==> config.mk <==
export PLATFORM = sky130hd
export DESIGN_NAME = mne_exec
export DESIGN_NICKNAME = d
export VERILOG_FILES = /design/src/rtl/mne_pkg.sv /design/src/rtl/mne_exec.sv
export VERILOG_INCLUDE_DIRS = /design/src /design/src/rtl
export SDC_FILE = /design/constraint.sdc
export NUM_CORES = 1
export LEC_CHECK = 0
export ABC_AREA = 1
export BUFFER_PORTS_ARGS = -buffer_cell sky130_fd_sc_hd__clkbuf_2
export CAP_MARGIN = 10
export CORE_MARGIN = 2
export CORE_UTILIZATION = 59
export CTS_CLUSTER_DIAMETER = 150
export DETAILED_ROUTE_END_ITERATION = 12
export GPL_TIMING_DRIVEN = 0
export PLACE_DENSITY_LB_ADDON = 0.1
export SYNTH_ARGS = -nofsm -noshare
export SYNTH_HDL_FRONTEND = slang
export SYNTH_SLANG_ARGS = --single-unit
==> constraint.sdc <==
create_clock -name CLK_SYS -period 5.6 [get_ports CLK_SYS]
set_input_delay 1.12 -clock CLK_SYS [delete_from_list [all_inputs] [get_ports CLK_SYS]]
set_output_delay 1.12 -clock CLK_SYS [all_outputs]
set_load 0.005 [all_outputs]
==> src/rtl/mne_params.svh <==
`ifndef MNE_PARAMS_SVH
`define MNE_PARAMS_SVH

// opcode patterns in the upper instruction byte
`define MNE_OPC_MULLIT 8'h0D
`define MNE_OPC_MULREG 7'h01
`define MNE_OPC_NEG 7'h36

// instruction word fields
`define MNE_OPC_HI 15
`define MNE_OPC_LO 8
`define MNE_OPC7_LO 9
`define MNE_ACC_BIT 8
`define MNE_FADR_HI 7

// access bank mapping: low half to bank 0, high half to the top bank
`define MNE_ACC_LO_BANK 4'h0
`define MNE_ACC_HI_BANK 4'hF

// software register indices
`define MNE_REG_WORK 3'h0
`define MNE_REG_BANK 3'h1
`define MNE_REG_PROD_LO 3'h2
`define MNE_REG_PROD_HI 3'h3
`define MNE_REG_STATUS 3'h4

// status bit positions
`define MNE_ST_C 0
`define MNE_ST_HALF 1
`define MNE_ST_Z 2
`define MNE_ST_RANGE 3
`define MNE_ST_N 4

// reset and constant values
`define MNE_RST_BYTE 8'h00
`define MNE_RST_BANK 4'h0
`define MNE_RST_STATUS 5'h00
`define MNE_RST_PROD 16'h0000
`define MNE_RST_ADDR 12'h000
`define MNE_RST_WORD 16'h0000
`define MNE_NEG_MIN 8'h80
`define MNE_ONE 8'h01

`endif

==> src/rtl/mne_pkg.sv <==
`include "mne_params.svh"

package mne_pkg;

	// instruction cycle phases, gray on each step from IDLE through Q1, Q2 and Q3 to Q4
	typedef enum logic [2:0] {
		MNE_PH_IDLE = 3'h0,
		MNE_PH_Q1 = 3'h1,
		MNE_PH_Q2 = 3'h3,
		MNE_PH_Q3 = 3'h2,
		MNE_PH_Q4 = 3'h6
	} mne_phase_e;

	typedef enum logic [1:0] {
		MNE_OP_NONE = 2'h0,
		MNE_OP_MULLIT = 2'h1,
		MNE_OP_MULREG = 2'h2,
		MNE_OP_NEG = 2'h3
	} mne_op_e;

	typedef logic [7:0] mne_byte_t;
	typedef logic [11:0] mne_addr_t;

	typedef struct packed {
		mne_phase_e phase;
		mne_op_e op;
		logic [15:0] word;
		mne_addr_t addr;
		logic [15:0] result;
		mne_byte_t work;
		logic [3:0] bank;
		mne_byte_t prod_lo;
		mne_byte_t prod_hi;
		logic [4:0] status;
		mne_byte_t rdata;
		logic done;
	} mne_state_s;

endpackage

==> src/rtl/mne_exec.sv <==
// Added by the designer: the address-and-strobe port and the placing of the registers.
`timescale 1ns/10ps
`default_nettype none
`include "mne_params.svh"

module mne_exec (
	// clock and reset
	input wire logic CLK_SYS,
	input wire logic RST,
	// instruction decoder
	input wire logic INSTR_VALID,
	input wire logic [15:0] INSTR_WORD,
	output logic INSTR_READY,
	output logic INSTR_DONE,
	// data register file
	output logic [11:0] RF_ADDR,
	output logic RF_RD,
	input wire logic [7:0] RF_RDATA,
	output logic RF_WR,
	output logic [7:0] RF_WDATA,
	// software register port
	input wire logic [2:0] REG_ADDR,
	input wire logic [7:0] REG_WDATA,
	input wire logic REG_WR,
	input wire logic REG_RD,
	output logic [7:0] REG_RDATA,
	// core state
	output logic [7:0] WORK_REG,
	output logic [4:0] STATUS_FLAGS
);
	import mne_pkg::*;

	mne_state_s s;
	mne_state_s next_s;
	mne_byte_t f_adr;
	mne_byte_t neg_val;
	logic [15:0] product;
	mne_byte_t mul_opnd;

	assign f_adr = s.word[`MNE_FADR_HI:0];
	assign neg_val = 8'(~RF_RDATA + `MNE_ONE);
	assign mul_opnd = (s.op == MNE_OP_MULLIT) ? f_adr : RF_RDATA;
	assign product = {8'h00, s.work} * {8'h00, mul_opnd};

	always_comb begin
		next_s = s;
		next_s.done = 1'b0;
		next_s.rdata = `MNE_RST_BYTE;
		// software register access; the core's own write wins below
		if (REG_WR) begin
			case (REG_ADDR)
				`MNE_REG_WORK: next_s.work = REG_WDATA;
				`MNE_REG_BANK: next_s.bank = REG_WDATA[3:0];
				`MNE_REG_PROD_LO: next_s.prod_lo = REG_WDATA;
				`MNE_REG_PROD_HI: next_s.prod_hi = REG_WDATA;
				`MNE_REG_STATUS: next_s.status = REG_WDATA[4:0];
				default: next_s.work = s.work;
			endcase
		end
		if (REG_RD) begin
			case (REG_ADDR)
				`MNE_REG_WORK: next_s.rdata = s.work;
				`MNE_REG_BANK: next_s.rdata = {4'h0, s.bank};
				`MNE_REG_PROD_LO: next_s.rdata = s.prod_lo;
				`MNE_REG_PROD_HI: next_s.rdata = s.prod_hi;
				`MNE_REG_STATUS: next_s.rdata = {3'h0, s.status};
				default: next_s.rdata = `MNE_RST_BYTE;
			endcase
		end
		// four phase sequence
		case (s.phase)
			MNE_PH_Q1: begin
				next_s.phase = MNE_PH_Q2;
				if (s.word[`MNE_OPC_HI:`MNE_OPC_LO] == `MNE_OPC_MULLIT) begin
					next_s.op = MNE_OP_MULLIT;
				end else if (s.word[`MNE_OPC_HI:`MNE_OPC7_LO] == `MNE_OPC_MULREG) begin
					next_s.op = MNE_OP_MULREG;
				end else if (s.word[`MNE_OPC_HI:`MNE_OPC7_LO] == `MNE_OPC_NEG) begin
					next_s.op = MNE_OP_NEG;
				end else begin
					next_s.op = MNE_OP_NONE;
				end
				if (s.word[`MNE_ACC_BIT]) begin
					next_s.addr = {s.bank, f_adr};
				end else begin
					next_s.addr = {f_adr[7] ? `MNE_ACC_HI_BANK : `MNE_ACC_LO_BANK, f_adr};
				end
			end
			MNE_PH_Q2: next_s.phase = MNE_PH_Q3;
			MNE_PH_Q3: begin
				next_s.phase = MNE_PH_Q4;
				if (s.op == MNE_OP_NEG) begin
					next_s.result = {8'h00, neg_val};
				end else begin
					next_s.result = product;
				end
			end
			MNE_PH_Q4: begin
				next_s.phase = MNE_PH_IDLE;
				next_s.done = 1'b1;
				if (s.op == MNE_OP_MULLIT || s.op == MNE_OP_MULREG) begin
					next_s.prod_hi = s.result[15:8];
					next_s.prod_lo = s.result[7:0];
				end
				if (s.op == MNE_OP_NEG) begin
					// flags of zero minus operand
					next_s.status[`MNE_ST_N] = s.result[7];
					next_s.status[`MNE_ST_Z] = (s.result[7:0] == `MNE_RST_BYTE);
					next_s.status[`MNE_ST_C] = (s.result[7:0] == `MNE_RST_BYTE);
					next_s.status[`MNE_ST_HALF] = (s.result[3:0] == 4'h0);
					next_s.status[`MNE_ST_RANGE] = (s.result[7:0] == `MNE_NEG_MIN);
				end
			end
			default: next_s.phase = MNE_PH_IDLE;
		endcase
		// a new instruction may follow directly after the write phase
		if (INSTR_VALID && INSTR_READY) begin
			next_s.phase = MNE_PH_Q1;
			next_s.word = INSTR_WORD;
			next_s.op = MNE_OP_NONE;
		end
	end

	always_ff @(posedge CLK_SYS or posedge RST) begin
		if (RST) begin
			s.phase <= MNE_PH_IDLE;
			s.op <= MNE_OP_NONE;
			s.word <= `MNE_RST_WORD;
			s.addr <= `MNE_RST_ADDR;
			s.result <= `MNE_RST_PROD;
			s.work <= `MNE_RST_BYTE;
			s.bank <= `MNE_RST_BANK;
			s.prod_lo <= `MNE_RST_BYTE;
			s.prod_hi <= `MNE_RST_BYTE;
			s.status <= `MNE_RST_STATUS;
			s.rdata <= `MNE_RST_BYTE;
			s.done <= 1'b0;
		end else begin
			s <= next_s;
		end
	end

	assign INSTR_READY = (s.phase == MNE_PH_IDLE) || (s.phase == MNE_PH_Q4);
	assign INSTR_DONE = s.done;
	assign RF_ADDR = s.addr;
	assign RF_RD = (s.phase == MNE_PH_Q2) && (s.op == MNE_OP_MULREG || s.op == MNE_OP_NEG);
	assign RF_WR = (s.phase == MNE_PH_Q4) && (s.op == MNE_OP_NEG);
	assign RF_WDATA = s.result[7:0];
	assign REG_RDATA = s.rdata;
	assign WORK_REG = s.work;
	assign STATUS_FLAGS = s.status;
endmodule
`default_nettype wire

==> flow_summary.yaml <==
run_status:
  status: "completed"
critical_path:
  path_max_fanout: 6
  start_kind: "primary input"
  critPathCaptureType: "flop"
  arrival_ns: 5.48
  cp.required_ns: 5.84
  crit_type: "in2reg"
floorplan:
  start_util_pct: 61.3
  die_h_um: 111
  fp-row-count: 38
  die_w_um: 111
  core_area_um2: 11000
  io_pins: 85
  die-area_um2: 12300
final_layout:
  antennaDiodeCount: 0
  syn_to_final_growth_pct: 14.1
  drive_above_1_share_pct: 17.5
  fin_util_pct: 69.9
  finalNetCount: 1076
  fin_cells: 1105
timing:
  max_slew_margin_pct: 55.8
  grt_setup_unrepaired: "false"
  fin_crit_ns: 5.23
  setup_viol: 0
  hold_viol: 0
  final_max_slew_viol_count: 0
  skew_ns: 0.0114
  setup_tns_ns: 0
  tightest_slew_ns: 0.659
  finalCritPeriodShare_pct: 93.4
  clock.fmax_ghz: 0.191
cts:
  cts_root_buf: "clkbuf_16"
  clk_pin_slew_ns: 0.07
  cts_sinks: 91
  numCtsBuffers: 9
  insertion_delay_ns: 0.36
  post_cts_buffers: 0
  cts_hold_buf: 0
  cts_tree: "yes"
  htree_levels: 3
  cts_buffer_depth: 2
grt:
  grtUsageTotal_pct: 28.0
  grt_overflow: 0
  antenna_found_initial: 0
  grt_max_degree: 70
  grt_pass1_wl_um: 27300
  grt_pass1_vias: 5657
yosys:
  syn_area_um2: 6730
  yosys_warnings: 0
  avgSynthCellArea_um2: 7.78
  synthArstFlopShare_pct: 100
  netlist.area_leader.share_pct: 33.8
  ys.flop_type: "dfrtp_1"
  ys_ff_latch: 91
  syn_inst: 865
  synthTopCellsByArea: "dfrtp_1, nand2_1, fa_1, inv_1, ha_1"
  synth_edf_count: 0
  yosysTopAreaCell: "dfrtp_1"
  synth.yosys.seq_area_share_pct: 33.8
  synth.distinct_cells: 36
  syn_nets: 981
detailed_routing:
  drt-total-wl_um: 16500
  vias: 5883
  drc: 0
  drtIter0Drc: 523
  postRouteAntennaNets: 0
  first_pass_iters: 5
  routed_via_density: 5.32
  wl_per_cell_um: 14.9
power_and_ir_drop:
  power_frac_comb_pct: 57.3
  p_per_area_nw_per_um2: 530
  vdd_drop_max_v: 0.000456
  power_leakage_nw: 4.24
  internal_power_mw: 2.22
  power_frac_clock_pct: 16.6
  switching_share_pct: 45.3
  seq_power_share_pct: 26.1
  report.power.total_mw: 4.07
  p_sw_mw: 1.84
placed_design:
  port_buffers: 83
  post-dp-hpwl_um: 13000
  place_congestion: 0.903
  dp.cells: 1089
hold_path:
  hp-class: "reg2reg"
flow_run:
  max_cap_viol_count: 0
through the flow:
step | setup WS [ns] | cell area [um^2] | hold WS (ns)
after floorplan | 0.693 | 6730 | 0.443
final | 0.368 | 7670 | 0.476
after global placement | -0.208 | 7320 | 0.459
after detailed placement | -0.267 | 7350 | 0.460
after CTS | 0.0950 | 7670 | 0.477
after global routing | 0.00812 | 7670 | 0.493
critical path, stage by stage:
cell,delay (ns)
clkbuf_2,0.12
o21ai_1,0.53
inv_1,0.17
nand2_1,0.13
fa_1,0.46
fa_1,0.55
inv_1,0.06
fa_1,0.55
inv_1,0.06
fa_1,0.54
inv_1,0.04
ha_1,0.36
nand2_1,0.12
nor2_1,0.15
and2_1,0.14
nand2_1,0.06
nand3_1,0.08
nand2_1,0.05
nand3_1,0.10
nand2_1,0.07
area by class of cell:
cell class,instances,area (um^2)
plain buffers,58,408
clock buffers,10,239
clock inverters,6,86.3
fillers,967,3310
inverters,151,569
multi-input cells,565,3480
flip-flops and latches,91,2280
well taps,140,175
repair buffers,84,443
worst paths after layout:
kind	startpoint	endpoint	slack, ns	cells past startpoint
setup / recovery	RF_RDATA[6]	s[57]	0.37	20
hold / removal	RF_ADDR[3]	RF_ADDR[3]	0.48	2
setup reg to reg	s[87]	s[57]	0.38	20
hold reg to reg	RF_ADDR[3]	RF_ADDR[3]	0.48	2
max in group asynchronous	RST	s[24]	4.27	3
min in group asynchronous	RST	RF_ADDR[8]	0.71	2
registers in the layout, indices dropped and copies added, names as in the netlist:
register and flops:
s 41, RF_ADDR 12, REG_RDATA 8, RF_WDATA 8
WORK_REG 8, f_adr 8, STATUS_FLAGS 5, INSTR_DONE 1
synth_stat cells (2+ instances only):
| master | n |
|---|---|
| or2_1 | 2 |
| nand2_2 | 3 |
| nor3_1 | 8 |
| fa_1 | 36 |
| mux2_1 | 5 |
| a21oi_1 | 27 |
| buf_2 | 5 |
| o221ai_1 | 5 |
| inv_2 | 5 |
| ha_1 | 40 |
| mux2_2 | 4 |
| nor2_2 | 3 |
| buf_4 | 41 |
| inv_1 | 146 |
| xor2_1 | 3 |
| buf_6 | 4 |
| o211ai_1 | 7 |
| nand4_1 | 9 |
| o21ai_0 | 30 |
| nand2_1 | 195 |
| dfrtp_1 | 91 |
| a31oi_1 | 13 |
| nor2_1 | 103 |
| nand3_1 | 45 |
| o21ai_1 | 14 |
| o22ai_1 | 4 |
| clkbuf_1 | 8 |
power by group through the flow:
stage / clock (mW) / combinational [mW] / sequential (mW)
3_3_place_gp: 0 / 2.25 / 1.06
3_5_place_dp: 0 / 2.30 / 1.07
5_1_grt: 0.708 / 2.69 / 1.09
6_report: 0.676 / 2.33 / 1.06
2_1_floorplan: 0 / 1.75 / 0.999
4_1_cts: 0.679 / 2.33 / 1.06
logic make-up after synthesis:
| group | share of synthesized area [%] |
|---|---|
| fa+ha+maj | 18.1 |
| xor+xnor | 0.391 |
| simple gates | 22.9 |
| flops | 33.8 |
| mux | 1.51 |
| buf+inv | 14.5 |
| compound gates | 8.78 |
layer usage:
layer,share of wire (%),routed length (um),up-vias,GRT usage [%]
met4,3.9,645,0,12.6
met5,0,0,-,0
met1,43,7090,2737,37.7
met2,45,7490,227,44.0
li1,-,-,2868,-
met3,7.5,1240,51,5.74
what timing repair did:
item / in CTS / in global routing
setup endpoints to repair: 0 / 4
gates resized for setup: 0 / 3
endpoints found under the hold margin: 0 / 0
cells in the final DEF, fill, tap and decap left out, types with 2 or more instances in the layout:
| cell type | synthesis | final |
|---|---|---|
| clkbuf_16 | 0 | 9 |
| clkbuf_2 | 0 | 83 |
| nand2_2 | 3 | 3 |
| dfrtp_1 | 91 | 91 |
| o21ai_1 | 14 | 17 |
| clkbuf_1 | 8 | 8 |
| nand4_1 | 9 | 9 |
| buf_2 | 5 | 5 |
| mux2_1 | 5 | 5 |
| a31oi_1 | 13 | 13 |
| inv_1 | 146 | 145 |
| o221ai_1 | 5 | 5 |
| ha_1 | 40 | 40 |
| mux2_2 | 4 | 4 |
| nand3_1 | 45 | 45 |
| buf_4 | 41 | 41 |
| xor2_1 | 3 | 3 |
| nor3_1 | 8 | 8 |
| a21oi_1 | 27 | 27 |
| inv_2 | 5 | 5 |
| clkinv_2 | 0 | 2 |
| fa_1 | 36 | 36 |
| nand2_1 | 195 | 195 |
| nor2_2 | 3 | 3 |
| o21ai_0 | 30 | 27 |
| o211ai_1 | 7 | 7 |
| bufinv_16 | 0 | 2 |
| nor2_1 | 103 | 103 |
| buf_6 | 4 | 4 |
| o22ai_1 | 4 | 4 |
| or2_1 | 2 | 2 |
No activity file was read; power rests on OpenSTA's default activity.
